### src/common/rx_status_consts.svh
// offsets, flag positions and reset values of the receiver status bank
// assumes: included by bare name; 7-bit control port register addresses
`ifndef RX_STATUS_CONSTS_SVH
`define RX_STATUS_CONSTS_SVH
`define OFS_SAMPLE_RATIO_LOW 7'h13
`define OFS_BURST_PC_HIGH 7'h14
`define OFS_BURST_PC_LOW 7'h15
`define OFS_BURST_PD_HIGH 7'h16
`define OFS_BURST_PD_LOW 7'h17
`define OFS_RX_ERROR_FLAGS 7'h18
`define OFS_RX_ERROR_IRQ_ENABLE 7'h19
`define POS_VALID 7
`define POS_EMPHASIS 6
`define POS_NONPCM 5
`define POS_PREAMBLE 4
`define POS_CS_CHECK 3
`define POS_NO_INPUT 2
`define POS_BIPHASE 1
`define POS_LOCK 0
`define STICKY_MASK 8'h0a
`define RST_IRQ_ENABLE 8'h00
`define RST_BYTE 8'h00
`define RST_WORD 16'h0000
`endif

### src/common/rx_status_pkg.sv
// types shared by the receiver status bank
// assumes: compiled before the design modules
package rx_status_pkg;
   typedef logic [7:0] reg_byte_t;
   typedef logic [6:0] reg_addr_t;
   typedef enum logic {
      FLAG_LEVEL = 1'b0,
      FLAG_STICKY = 1'b1
   } flag_kind_e;
endpackage : rx_status_pkg

### src/design/rx_flag_cell.sv
// one receiver error flag with its pending-interrupt bit
// assumes: event_in is a one-cycle pulse, rd_clr a read strobe
`timescale 1ns/10ps
`default_nettype none
module rx_flag_cell
   import rx_status_pkg::*;
#(
   parameter flag_kind_e KIND = FLAG_LEVEL
) (
   input wire logic clk,
   input wire logic sys_rst,
   input wire logic level_in,
   input wire logic event_in,
   input wire logic rd_clr,
   output logic flag_q,
   output logic pend_q
);
   logic flag_d;
   logic pend_d;
   logic changed;
   logic set_pend;

   // level flags interrupt on change or on their event, sticky ones on the event
   assign changed = level_in != flag_q;
   assign set_pend = (KIND == FLAG_STICKY) ? event_in : (changed | event_in);
   // set wins over the read clear
   assign flag_d = (KIND == FLAG_STICKY) ? (event_in | (flag_q & ~rd_clr)) : level_in;
   assign pend_d = set_pend | (pend_q & ~rd_clr);

   // flag and pending state
   always_ff @(posedge clk or posedge sys_rst) begin
      if (sys_rst) begin
         flag_q <= 1'b0;
         pend_q <= 1'b0;
      end else begin
         flag_q <= flag_d;
         pend_q <= pend_d;
      end
   end
endmodule : rx_flag_cell
`default_nettype wire

### src/design/rx_burst_capture.sv
// holds the burst preamble words while non-pcm data is detected
// assumes: cap_stb is a one-cycle pulse with the words valid
`timescale 1ns/10ps
`default_nettype none
`include "rx_status_consts.svh"
module rx_burst_capture
   import rx_status_pkg::*;
#(
   parameter int WORD_W = 16
) (
   input wire logic clk,
   input wire logic sys_rst,
   input wire logic detect,
   input wire logic cap_stb,
   input wire logic subframe_mode,
   input wire logic [WORD_W-1:0] pc_word,
   input wire logic [WORD_W-1:0] pd_word,
   input wire logic [WORD_W-1:0] pc_chb_word,
   output logic [WORD_W-1:0] pc_q,
   output logic [WORD_W-1:0] pd_q
);
   logic [WORD_W-1:0] pd_src;

   // subframe mode loads the channel b preamble c word
   assign pd_src = subframe_mode ? pc_chb_word : pd_word;

   // words fall to zero whenever detection is gone
   always_ff @(posedge clk or posedge sys_rst) begin
      if (sys_rst) begin
         pc_q <= '0;
         pd_q <= '0;
      end else if (!detect) begin
         pc_q <= '0;
         pd_q <= '0;
      end else if (cap_stb) begin
         pc_q <= pc_word;
         pd_q <= pd_src;
      end
   end
endmodule : rx_burst_capture
`default_nettype wire

### src/design/receiver_status_flags.sv
// receiver status bank: ratio byte, burst preambles, error flags, mask
// assumes: one register access per cycle from the control port logic
`timescale 1ns/10ps
`default_nettype none
`include "rx_status_consts.svh"
module receiver_status_flags
   import rx_status_pkg::*;
#(
   parameter int RATIO_W = 15,
   parameter int WORD_W = 16
) (
   input wire logic clk,
   input wire logic sys_rst,
   input wire logic [6:0] reg_addr,
   input wire logic reg_rd,
   input wire logic reg_wr,
   input wire logic [7:0] reg_wdata,
   output logic [7:0] reg_rdata_q,
   output logic reg_rvalid_q,
   input wire logic [RATIO_W-1:0] sample_ratio_value,
   input wire logic burst_detect,
   input wire logic burst_stb,
   input wire logic subframe_mode,
   input wire logic [WORD_W-1:0] pc_word,
   input wire logic [WORD_W-1:0] pd_word,
   input wire logic [WORD_W-1:0] pc_chb_word,
   input wire logic rx_validity,
   input wire logic emphasis_in,
   input wire logic nonpcm_cs_bit,
   input wire logic nonpcm_type_chg,
   input wire logic cs_crc_fail,
   input wire logic stream_absent,
   input wire logic biphase_err,
   input wire logic parity_err,
   input wire logic pll_locked,
   output logic rx_error_irq_q
);
   localparam reg_byte_t STICKY = `STICKY_MASK;

   // address compare shared by every decode
   function automatic logic hit(input reg_addr_t a, input reg_addr_t ofs);
      hit = (a == ofs);
   endfunction : hit

   logic [RATIO_W-1:0] ratio_q;
   reg_byte_t mask_q;
   reg_byte_t mask_d;
   reg_byte_t rdata_d;
   logic irq_d;
   logic [WORD_W-1:0] pc_q;
   logic [WORD_W-1:0] pd_q;
   logic [WORD_W-1:0] pc_show;
   logic [WORD_W-1:0] pd_show;
   reg_byte_t flag_lvl;
   reg_byte_t flag_evt;
   reg_byte_t flag_clr;
   reg_byte_t err_flags;
   reg_byte_t err_pend;
   logic err_rd;
   logic mask_wr;

   // ratio value sampled every cycle
   always_ff @(posedge clk or posedge sys_rst) begin
      if (sys_rst) begin
         ratio_q <= '0;
      end else begin
         ratio_q <= sample_ratio_value;
      end
   end

   // preamble capture
   rx_burst_capture #(
      .WORD_W(WORD_W)
   ) u_burst (
      .clk(clk),
      .sys_rst(sys_rst),
      .detect(burst_detect),
      .cap_stb(burst_stb),
      .subframe_mode(subframe_mode),
      .pc_word(pc_word),
      .pd_word(pd_word),
      .pc_chb_word(pc_chb_word),
      .pc_q(pc_q),
      .pd_q(pd_q)
   );

   // preamble bytes read zero without detection
   assign pc_show = burst_detect ? pc_q : `RST_WORD;
   assign pd_show = burst_detect ? pd_q : `RST_WORD;

   // flag sources: levels for change flags, pulses for sticky ones and for the non-pcm type change
   assign flag_lvl[`POS_VALID] = rx_validity;
   assign flag_lvl[`POS_EMPHASIS] = emphasis_in;
   assign flag_lvl[`POS_NONPCM] = nonpcm_cs_bit;
   assign flag_lvl[`POS_PREAMBLE] = burst_detect;
   assign flag_lvl[`POS_CS_CHECK] = 1'b0;
   assign flag_lvl[`POS_NO_INPUT] = stream_absent;
   assign flag_lvl[`POS_BIPHASE] = 1'b0;
   assign flag_lvl[`POS_LOCK] = pll_locked;

   assign flag_evt[`POS_VALID] = 1'b0;
   assign flag_evt[`POS_EMPHASIS] = 1'b0;
   assign flag_evt[`POS_NONPCM] = nonpcm_type_chg;
   assign flag_evt[`POS_PREAMBLE] = 1'b0;
   assign flag_evt[`POS_CS_CHECK] = cs_crc_fail;
   assign flag_evt[`POS_NO_INPUT] = 1'b0;
   assign flag_evt[`POS_BIPHASE] = biphase_err | parity_err;
   assign flag_evt[`POS_LOCK] = 1'b0;

   // access decode
   assign err_rd = reg_rd & hit(reg_addr, `OFS_RX_ERROR_FLAGS);
   assign mask_wr = reg_wr & hit(reg_addr, `OFS_RX_ERROR_IRQ_ENABLE);

   // a read clears the pending bits of all level flags and the sticky flags it returned; sticky zeros stay untouched
   assign flag_clr = err_rd ? (~STICKY | err_flags) : `RST_BYTE;

   // one cell per flag position
   for (genvar i = 0; i < 8; i++) begin : g_flag
      rx_flag_cell #(
         .KIND(STICKY[i] ? FLAG_STICKY : FLAG_LEVEL)
      ) u_cell (
         .clk(clk),
         .sys_rst(sys_rst),
         .level_in(flag_lvl[i]),
         .event_in(flag_evt[i]),
         .rd_clr(flag_clr[i]),
         .flag_q(err_flags[i]),
         .pend_q(err_pend[i])
      );
   end

   // mask register write
   assign mask_d = mask_wr ? reg_wdata : mask_q;

   // read data mux; unmapped addresses read zero
   assign rdata_d =
      hit(reg_addr, `OFS_SAMPLE_RATIO_LOW) ? ratio_q[7:0] :
      hit(reg_addr, `OFS_BURST_PC_HIGH) ? pc_show[15:8] :
      hit(reg_addr, `OFS_BURST_PC_LOW) ? pc_show[7:0] :
      hit(reg_addr, `OFS_BURST_PD_HIGH) ? pd_show[15:8] :
      hit(reg_addr, `OFS_BURST_PD_LOW) ? pd_show[7:0] :
      hit(reg_addr, `OFS_RX_ERROR_FLAGS) ? err_flags :
      hit(reg_addr, `OFS_RX_ERROR_IRQ_ENABLE) ? mask_q :
      `RST_BYTE;

   // pending flags pass only where the mask bit is one
   assign irq_d = |(err_pend & mask_q);

   // register state and outputs
   always_ff @(posedge clk or posedge sys_rst) begin
      if (sys_rst) begin
         mask_q <= `RST_IRQ_ENABLE;
         reg_rdata_q <= `RST_BYTE;
         reg_rvalid_q <= 1'b0;
         rx_error_irq_q <= 1'b0;
      end else begin
         mask_q <= mask_d;
         reg_rdata_q <= reg_rd ? rdata_d : reg_rdata_q;
         reg_rvalid_q <= reg_rd;
         rx_error_irq_q <= irq_d;
      end
   end
endmodule : receiver_status_flags
`default_nettype wire

### config.mk
export PLATFORM = sky130hd
export DESIGN_NAME = receiver_status_flags
export DESIGN_NICKNAME = d
export VERILOG_FILES = /design/src/common/rx_status_pkg.sv /design/src/design/rx_flag_cell.sv /design/src/design/rx_burst_capture.sv /design/src/design/receiver_status_flags.sv
export VERILOG_INCLUDE_DIRS = /design/src /design/src/common
export SDC_FILE = /design/constraint.sdc
export NUM_CORES = 1
export LEC_CHECK = 0
export ABC_CLOCK_PERIOD_IN_PS = 2690
export BUFFER_PORTS_ARGS = -buffer_cell sky130_fd_sc_hd__buf_4
export CAP_MARGIN = 10
export CORE_ASPECT_RATIO = 2
export CORE_MARGIN = 1
export CORE_UTILIZATION = 27
export CTS_CLUSTER_DIAMETER = 150
export DETAILED_ROUTE_END_ITERATION = 10
export PLACE_DENSITY = 0.51
export SLEW_MARGIN = 20
export SYNTH_ARGS = -nofsm -noshare
export SYNTH_HDL_FRONTEND = slang
export SYNTH_SLANG_ARGS = --single-unit
### constraint.sdc
create_clock -name clk -period 2.69 [get_ports clk]
set_clock_uncertainty 0.2 [all_clocks]
set_input_delay 0.538 -clock clk [delete_from_list [all_inputs] [get_ports clk]]
set_output_delay 0.538 -clock clk [all_outputs]
set_load 0.03 [all_outputs]
### Word-level counts from Yosys, hierarchy flattened

Index checks and enable logic that the tools add are counted.

| operators by class | value |
|---|---|
| bitwise gates (word level) | 33 |
| equal/unequal tests | 14 |
| reductions and logical operators | 1 |
| mux-type cells | 15 |

Operators with widths:

| cell | number |
|---|---|
| two-way mux 16 bit | 7 |
| two-way mux 8 bit | 8 |
| equality test 7 x 5 -> 1 bit, second input constant | 7 |
| bitwise AND 1 bit | 12 |
| bitwise OR 1 bit | 12 |
| bitwise AND 8 bit | 1 |
| inverter 1 bit | 8 |
| OR reduction 8 bit | 1 |
| != test 1 bit | 6 |
| != test 2 x 1 -> 1 bit, second input constant | 1 |

| word-level totals | value |
|---|---|
| output and inout bits | 10 |
| input port bits | 94 |
| word-level logic and storage cells | 86 |
| flip-flop bits (word level) | 74 |

### Logic depth before layout (Yosys ltp)

Gate-level depths: netlist of the first run.

| depth | value |
|---|---|
| depth after elaboration | 8 |
| mapped depth | 6 |
| mapped depth without buffers | 4 |

### Modules after synthesis

Synthesis of the first run repeated with hierarchy kept, for this count alone.

| second synthesis, totals | value |
|---|---|
| cells, all modules | 343 |
| area, all modules | 3637.2 µm² |

By module, submodules not included:

| module | instances | area each (µm²) | sequential area each (µm²) | cells an instance |
|---|---|---|---|---|
| receiver_status_flags | 1 | 1576.5 | 650.6 | 172 |
| rx_burst_capture | 1 | 1465.2 | 800.8 | 123 |
| rx_flag_cell at g_flag[0].u_cell ... | 6 | 75.1 | 50.0 | 6 |
| rx_flag_cell at g_flag[1].u_cell ... | 2 | 72.6 | 50.0 | 6 |

### Worst setup path after synthesis of the first run

No wires, ideal clock.

| timing | value |
|---|---|
| kind | input to register |
| start | input port reg_addr[6] |
| end | register reg_rdata_q[1] |
| path slack | 0.618 ns |
| cell stages on the path | 5 |
| setup time | 0.128 ns |
| data required time | 2.362 ns |
| path buffers | 1 |
| data arrival time | 1.743 ns |
| cells stage by stage | or3b_4 -> or4_1 -> buf_2 -> o22ai_1 -> a31oi_1 |

| between the ends | value |
|---|---|
| cells in the longest elaborated chain, start to end | 8 |
| elaborated cells between the ends (all ways) | 14 |
| classes of those cells | eq/ne (7); mux (7) |

RTL lines:

| what | line | RTL |
|---|---|---|
| start, declared | receiver_status_flags.sv:14 | `input wire logic [6:0] reg_addr,` |
| equality test 7 x 5 -> 1 bit | receiver_status_flags.sv:42 | `hit = (a == ofs);` |
| two-way mux 8 bit (no source line) (6 in a row) | -- |  |
| two-way mux 8 bit (no source line) * | -- |  |
| end signal, assigned | receiver_status_flags.sv:153 | `` reg_rdata_q <= `RST_BYTE; `` |
| end signal, assigned | receiver_status_flags.sv:158 | `reg_rdata_q <= reg_rd ? rdata_d : reg_rdata_q;` |
| end, declared | receiver_status_flags.sv:18 | `output logic [7:0] reg_rdata_q,` |

Every way passes the cells marked *; elsewhere a longest branch is shown, timed or not.
A chain may end at the register's enable or synchronous reset.

### Worst setup path after layout of the first run

| timing | value |
|---|---|
| start | input port reg_addr[6] |
| end | register reg_rdata_q[4] |

Same word-level chain as after synthesis.

==> results of run 1 <==
==> through the flow <==
stage	power [mW]	instance area, µm²
final	2.679	4593
after global routing	2.809	4593
after CTS	2.715	4593
after detailed placement	1.627	4322
after global placement	1.621	4322
after floorplan	1.441	3480
==> cell type report <==
class	count	area [µm²]	share of cell area
Clock inverter	4	28.78	0.006265
Inverter	3	11.26	0.002452
Clock buffer	11	242.7	0.05285
Multi-Input combinational cell	213	1508	0.3282
Sequential cell	74	1852	0.4032
Tap cell	150	187.7	0.04086
Timing Repair Buffer	100	763.2	0.1662
==> registers in the layout (all words and copies together) (netlist names) <==
register	flops
u_burst.pc_q	16
rx_error_irq_q	1
reg_rdata_q	8
reg_rvalid_q	1
g_flag.u_cell.pend_q	8
u_burst.pd_q	16
g_flag.u_cell.flag_q	8
ratio_q	8
mask_q	8
==> synth_stat cells <==
cell and instances:
a211oi_1 16, xnor2_1 5, and3_1 8, a211o_1 3
clkbuf_2 1, or2b_1 6, nor3_1 8, or4_1 1
buf_4 2, nand4_1 2, a21o_1 2, nor2b_1 2
clkinv_1 1, a21oi_1 8, o41ai_4 1, nand2_1 21
a22oi_1 4, buf_2 8, and4_1 2, inv_1 2
xor2_1 1, buf_1 1, dfrtp_1 74, or3b_4 1
or3b_2 1, nand2b_1 3, o22ai_1 16, nor4b_1 1
mux2i_1 40, mux2_2 8, nor3_2 2, nor2_1 33
a22o_1 8, nor4b_4 1, buf_6 1, clkbuf_1 9
or3_1 1, a31oi_1 8
==> placed cells by master (no fill, tap or decap), types with 3 or more instances in the layout <==
cell type | netlist | routed
or2b_1 | 6 | 6
nor2_1 | 33 | 33
dfrtp_1 | 74 | 74
a22o_1 | 8 | 8
a31oi_1 | 8 | 8
a211o_1 | 3 | 3
mux2i_1 | 40 | 40
nor3_1 | 8 | 8
xnor2_1 | 5 | 5
o22ai_1 | 16 | 16
a22oi_1 | 4 | 4
nand2b_1 | 3 | 3
and3_1 | 8 | 8
mux2_2 | 8 | 8
a21oi_1 | 8 | 8
buf_4 | 2 | 99
clkbuf_16 | 0 | 9
nand2_1 | 21 | 21
a211oi_1 | 16 | 16
==> critical path: cells and delay by family <==
family | cells | cell delay, ns
AOI/OAI and AO/OA | 2 | 0.47
buffers and inverters | 1 | 0.11
and+or+nand+nor | 2 | 0.99
==> cells by family after synthesis <==
group,synth area share
compound gates,0.1377
xor+xnor,0.01510
buf+inv,0.03452
flops,0.5322
mux,0.1410
simple gates,0.1395
==> metal layers <==
layer	share of wire	GRT usage	routed length (µm)
met5	0	0	0
met2	0.55	0.2517	4862
met4	0.026	0.06459	228
met1	0.38	0.1571	3311
met3	0.044	0.03305	391
==> power groups by stage <==
| stage | clock network, mW | registers, mW | logic [mW] |
|---|---|---|---|
| after floorplan | 0 | 1.26 | 0.184 |
| after global placement | 0 | 1.24 | 0.382 |
| after detailed placement | 0 | 1.24 | 0.387 |
| after CTS | 1.11 | 1.22 | 0.388 |
| after global routing | 1.17 | 1.23 | 0.417 |
| final | 1.08 | 1.22 | 0.378 |
==> how the worst min path moves through the flow <==
stage / endpoint / cells after the start
4_1_cts: ratio_q[0] / 1
2_1_floorplan: g_flag[4].u_cell.pend_q / 2
3_3_place_gp: g_flag[6].u_cell.pend_q / 2
5_1_grt: ratio_q[1] / 1
3_5_place_dp: g_flag[4].u_cell.pend_q / 2
6_report: mask_q[4] / 3
==> metrics.md, run 1 <==
| Metric | Value |
|---|---|
| Outcome | `complete, no violations` |
| Layout cells sized above 1 | `0.3185` |
| Final hold slack | `0.07776 ns` |
| Post-Layout Cell Count | `around 560` |
| Dpl cells | `540` |
| Chip height | `roughly 160 µm` |
| Total number of vias | `2,667` |
| Core ar. | `approximately 13,000 µm²` |
| DRC viols | `0` |
| Post-CTS setup buffer count | `0` |
| Internal | `2.013 mW` |
| Root Driver | `clkbuf_16` |
| R2R depth | `4` |
| Critical path, cell by cell | `buf_4 -> or3b_4 -> or3_1 -> o22ai_1 -> a31oi_1` |
| Die Width | `approximately 82 µm` |
| Worst setup startpoint | `reg_addr[6]` |
| Setup crit end | `reg_rdata_q[4]` |
| Fin. Hold Viols | `0` |
| CP required | `between 2 and 3 ns` |
| # diodes | `0` |
| Class of the worst hold path | `primary input to asynchronous set/reset pin` |
| RR Startpoint | `mask_q[6]` |
| WS Path Type | `primary input to flop` |
| Drt pass-1 iters | `4` |
| Final setup viols | `0` |
| Initial core utilization | `0.2772` |
| Ys Warns | `0` |
| Largest cells by area after synthesis | `dfrtp_1 (53%), mux2i_1 (12%), nor2_1 (3.6%)` |
| RSZ-0062 raised after global routing | `no` |
| Top-area cell type share of the netlist area | `0.5322` |
| GRT overflow | `0` |
| # hold bufs at CTS | `0` |
| Setup slack, reg-to-reg | `~1.3 ns` |
| Combinational power share | `0.141` |
| Final Core Density | `0.3659` |
| Largest net degree at the start of global routing | `75` |
| WL per Instance | `approximately 16 µm` |
| Mapped cell area | `3480 µm²` |
| FILL cells | `roughly 1,300` |
| Pre-CTS setup slack | `between 0.2 and 0.3 ns` |
| First-pass GRT wire length | `~14 mm` |
| Yosys reg bits | `74` |
| TritonCTS Sinks | `74` |
| PwrDens | `approximately 580 nW/µm²` |
| Post-synthesis cell type count | `38` |
| Maximum vdd drop | `~0.3 mV` |
| Number of nets in the layout | `495` |
| Area delta synth->final | `32.00%` |
| First DRT Iteration DRCs | `126` |
| Final WS setup | `about 0.57 ns` |
| Sequential Power Share | `0.455` |
| I/O Pins | `around 100` |
| Max stage delay cell, worst path | `or3_1` |
| Initial antenna violation count | `0` |
| Area leader, netlist | `dfrtp_1` |
| Worst-path clk slew | `~0.060 ns` |
| Fmax | `472.4 MHz` |
| PortBufs | `96` |
| Tcrit/Tclk final | `0.7869` |
| Syn_nets | `between 400 and 500` |
| Worst Setup End Kind | `flop` |
| Synth Area per Inst | `11.15 µm²` |
| Inserted Clock Buffers | `9` |
| Post_cts resized | `0` |
| Routed vias/inst | `just under 5` |
| Sw Ratio | `0.2485` |
| Total GRT Usage | `0.1430` |
| H-tree depth | `3` |
| Number of global-route vias before repair | `2,737` |
| Max-slew violation count | `0` |
| Final WL | `between 8 and 9 mm` |
| Final HPWL DP | `about 6.8 mm` |
| Worst setup SP type | `primary input` |
| LEAKAGE | `around 2.1 nW` |
| CP max stage delay | `roughly 0.5 ns` |
| Post-Syn Instances | `between 300 and 400` |
| Seq/Total Area, Yosys | `0.5322` |
| Max Cap Viol | `0` |
| Sw Pwr | `approximately 0.67 mW` |
| TritonCTS clock tree | `done` |
| Clock Path Buffers | `2` |
| Total Negative Setup Slacks | `0 ns` |
| Die area | `around 13,000 µm²` |
| Clock share of power | `0.404` |
| Antenna Nets Post-Route | `0` |
| Site Rows | `58` |
| Critical Path AT | `roughly 2.1 ns` |
| End of the worst register-to-register path | `reg_rdata_q[6]` |
| Fin crit period | `about 2.1 ns` |
| GPL Wtd Cong | `0.7905` |
| Slew @ Worst Pin | `~0.65 ns` |
| Worst skew pair latency | `between 0.3 and 0.4 ns` |
| Max_slew headroom | `0.5654` |
| Peak fanout along the critical path | `14` |
Note: power is estimated with default switching activity, not from simulation.
==> inputs of run 2 (changes only) <==
--- a/config.mk
+++ b/config.mk
@@ -6,7 +6,7 @@
 export SDC_FILE = /design/constraint.sdc
 export NUM_CORES = 1
 export LEC_CHECK = 0
-export ABC_CLOCK_PERIOD_IN_PS = 2690
+export ABC_CLOCK_PERIOD_IN_PS = 1800
 export BUFFER_PORTS_ARGS = -buffer_cell sky130_fd_sc_hd__buf_4
 export CAP_MARGIN = 10
 export CORE_ASPECT_RATIO = 2
==> constraint.sdc (replaced) <==
create_clock -name clk -period 1.8 [get_ports clk]
set_clock_uncertainty 0.2 [all_clocks]
set_input_delay 0.36 -clock clk [delete_from_list [all_inputs] [get_ports clk]]
set_output_delay 0.36 -clock clk [all_outputs]
set_load 0.03 [all_outputs]
==> metrics.md, run 2 (same netlist as run 1, synthesis figures left out) <==
| Metric | Value |
|---|---|
| Max-slew violation count | `0 (unchanged)` |
| First-pass GRT wire length | `14.28 mm (+3.2%)` |
| WL per Instance | `15.75 µm (-0.56%)` |
| Area delta synth->final | `41.68%` |
| Chip height | `162.5 µm (unchanged)` |
| GPL Wtd Cong | `0.7906 (about the same)` |
| Max_slew headroom | `0.5860 (+0.02050)` |
| Fin. Hold Viols | `0 (unchanged)` |
| Critical path, cell by cell | `buf_4 -> or3b_4 -> or3_1 -> o22ai_1 -> a31oi_1` |
| Initial core utilization | `0.2772 (unchanged)` |
| Fin crit period | `around 1.9 ns` |
| Maximum vdd drop | `0.4808 mV (+61%)` |
| Final Core Density | `0.3927 (+0.02681)` |
| RSZ-0062 raised after global routing | `yes` |
| Root Driver | `clkbuf_16` |
| Worst setup SP type | `primary input` |
| TritonCTS Sinks | `74 (unchanged)` |
| Worst-path clk slew | `0.06 ns (about the same)` |
| First DRT Iteration DRCs | `114 (-9.5%)` |
| Dpl cells | `555 (+2.8%)` |
| Largest net degree at the start of global routing | `75 (unchanged)` |
| Initial antenna violation count | `0 (unchanged)` |
| CP Buf/Inv Count | `1 (unchanged)` |
| I/O Pins | `104 (unchanged)` |
| Final HPWL DP | `7.049 mm (+4.3%)` |
| Total power | `4.191 mW (+56%)` |
| TritonCTS clock tree | `done` |
| DRC viols | `0 (unchanged)` |
| Max Cap Viol | `0 (unchanged)` |
| Number of nets in the layout | `524 (+5.9%)` |
| GRT overflow | `0 (unchanged)` |
| Total GRT Usage | `0.1485 (+0.005525)` |
| Worst skew pair latency | `0.33 ns (about the same)` |
| # diodes | `0 (unchanged)` |
| LEAKAGE | `2.306 nW (+7.4%)` |
| Final setup viols | `2 (+2)` |
| Number of global-route vias before repair | `2,770 (+1.2%)` |
| Post-CTS setup buffer count | `0 (unchanged)` |
| Total number of vias | `2,769 (+3.8%)` |
| Post-Layout Cell Count | `585 (+5.4%)` |
| Class of the worst hold path | `primary input to flop` |
| Tcrit/Tclk final | `1.053` |
| Drt pass-1 iters | `6 (+2)` |
| Antenna Nets Post-Route | `0 (unchanged)` |
| Outcome | `finished, violations left` |
| Most frequent cells in the layout | `buf_4 (111), dfrtp_1 (74), mux2i_1 (40)` |
| Critical Path AT | `1.89 ns (-0.23 ns)` |
| Layout cells sized above 1 | `0.3379 (+0.01941)` |
| Clock Path Buffers | `2 (unchanged)` |
| Routed vias/inst | `4.733 (-1.5%)` |
| WS Path Type | `primary input to flop` |
| Final WS setup | `-0.09521 ns (-0.6685 ns)` |
| Inserted Clock Buffers | `9 (unchanged)` |
| Core ar. | `12,550 µm² (unchanged)` |
| Peak fanout along the critical path | `8 (-6)` |
| Fmax | `between 500 and 600 MHz` |
| Largest regs | `u_burst.pc_q (16), u_burst.pd_q (16)` |
| H-tree depth | `3 (unchanged)` |
| Slew @ Worst Pin | `0.6198 ns (-0.03069 ns)` |
| PortBufs | `96 (unchanged)` |
| Die Width | `82.27 µm (unchanged)` |
| CP max stage delay | `0.50 ns (about the same)` |
| Crit path max-delay family | `simple AND/OR/NAND/NOR gates` |
| Worst Setup End Kind | `flop` |
| CP required | `1.80 ns (-0.89 ns)` |
| Final WL | `9.216 mm (+4.8%)` |
| Die area | `13,370 µm² (unchanged)` |
| Most common cell after layout, fill and taps aside | `buf_4` |
| Max stage delay cell, worst path | `or3_1` |
| Site Rows | `58 (unchanged)` |
| PwrDens | `850.1 nW/µm² (+46%)` |
| Failing checks | `negative setup slack` |
[run 2: cell count changes in the layout (fill, tap and decap cells not counted)]
| cell | change |
|---|---|
| dlygate4sd3_1 | +14 |
| buf_4 | +12 |
| buf_12 | +3 |
| o22ai_1 | -2 |
| o22ai_2 | +2 |
| bufinv_16 | +1 |
| clkbuf_1 | +1 |
| inv_2 | -1 |
| or4_1 | -1 |
| or4_4 | +1 |
[run 2: metal layers]
layer | part of all wire | track usage | up-vias
li1 | - | - | 1370
met1 | 0.38 | 0.1604 | 1321
met2 | 0.55 | 0.2622 | 66
met3 | 0.034 | 0.02689 | 12
met4 | 0.036 | 0.08214 | 0
met5 | 0 | 0 | -
[run 2: final cells by class]
cell class	instances	area, µm²
inverters	3	15.01
repair buffers	129	1054
clock buffers	12	246.5
well taps	150	187.7
fillers	1260	7625
flip-flops and latches	74	1852
multi-input cells	213	1524
clock inverters	4	51.30
[run 2: path summary, 6_finish.rpt]
path,depth (start not counted),slack (ns),endpoint,startpoint
worst max register to register,4,0.35,reg_rdata_q[6],mask_q[6]
min in group asynchronous,4,0.48,ratio_q[1],sys_rst
worst min register to register,2,0.28,g_flag[4].u_cell.pend_q,g_flag[4].u_cell.pend_q
worst max-delay path,5,-0.1,reg_rdata_q[6],reg_addr[6]
max in group asynchronous,4,0.58,g_flag[2].u_cell.flag_q,sys_rst
worst min-delay path,1,0.01,g_flag[4].u_cell.flag_q,burst_detect
[run 2: through the flow]
stage | hold WS, ns | area, µm² | TNS [ns] | setup slack (ns)
floorplan | 0.1914 | 3493 | -0.6175 | -0.09226
global placement | 0.2522 | 4479 | -4.041 | -0.3631
detailed placement | 0.2631 | 4479 | -4.339 | -0.3726
CTS | 0.001492 | 4923 | -0.04274 | -0.02339
global route | 0.006374 | 4930 | -0.2115 | -0.08841
finish | 0.01475 | 4930 | -0.09532 | -0.09521
[run 2: power by group]
group	total [mW]	switching [mW]	internal (mW)	leakage, nW
clock network	1.75	0.641	1.11	0.143
registers	1.82	0.0599	1.76	0.903
logic	0.615	0.294	0.322	1.26
total	4.19	0.994	3.20	2.31
[run 2: what timing repair did]
item | 4_1_cts | 5_1_grt
resized for setup | 1 | 1
endpoints found under the hold margin | 87 | 0
hold buffers | 14 | 0
endpoints found under the setup margin | 3 | 4
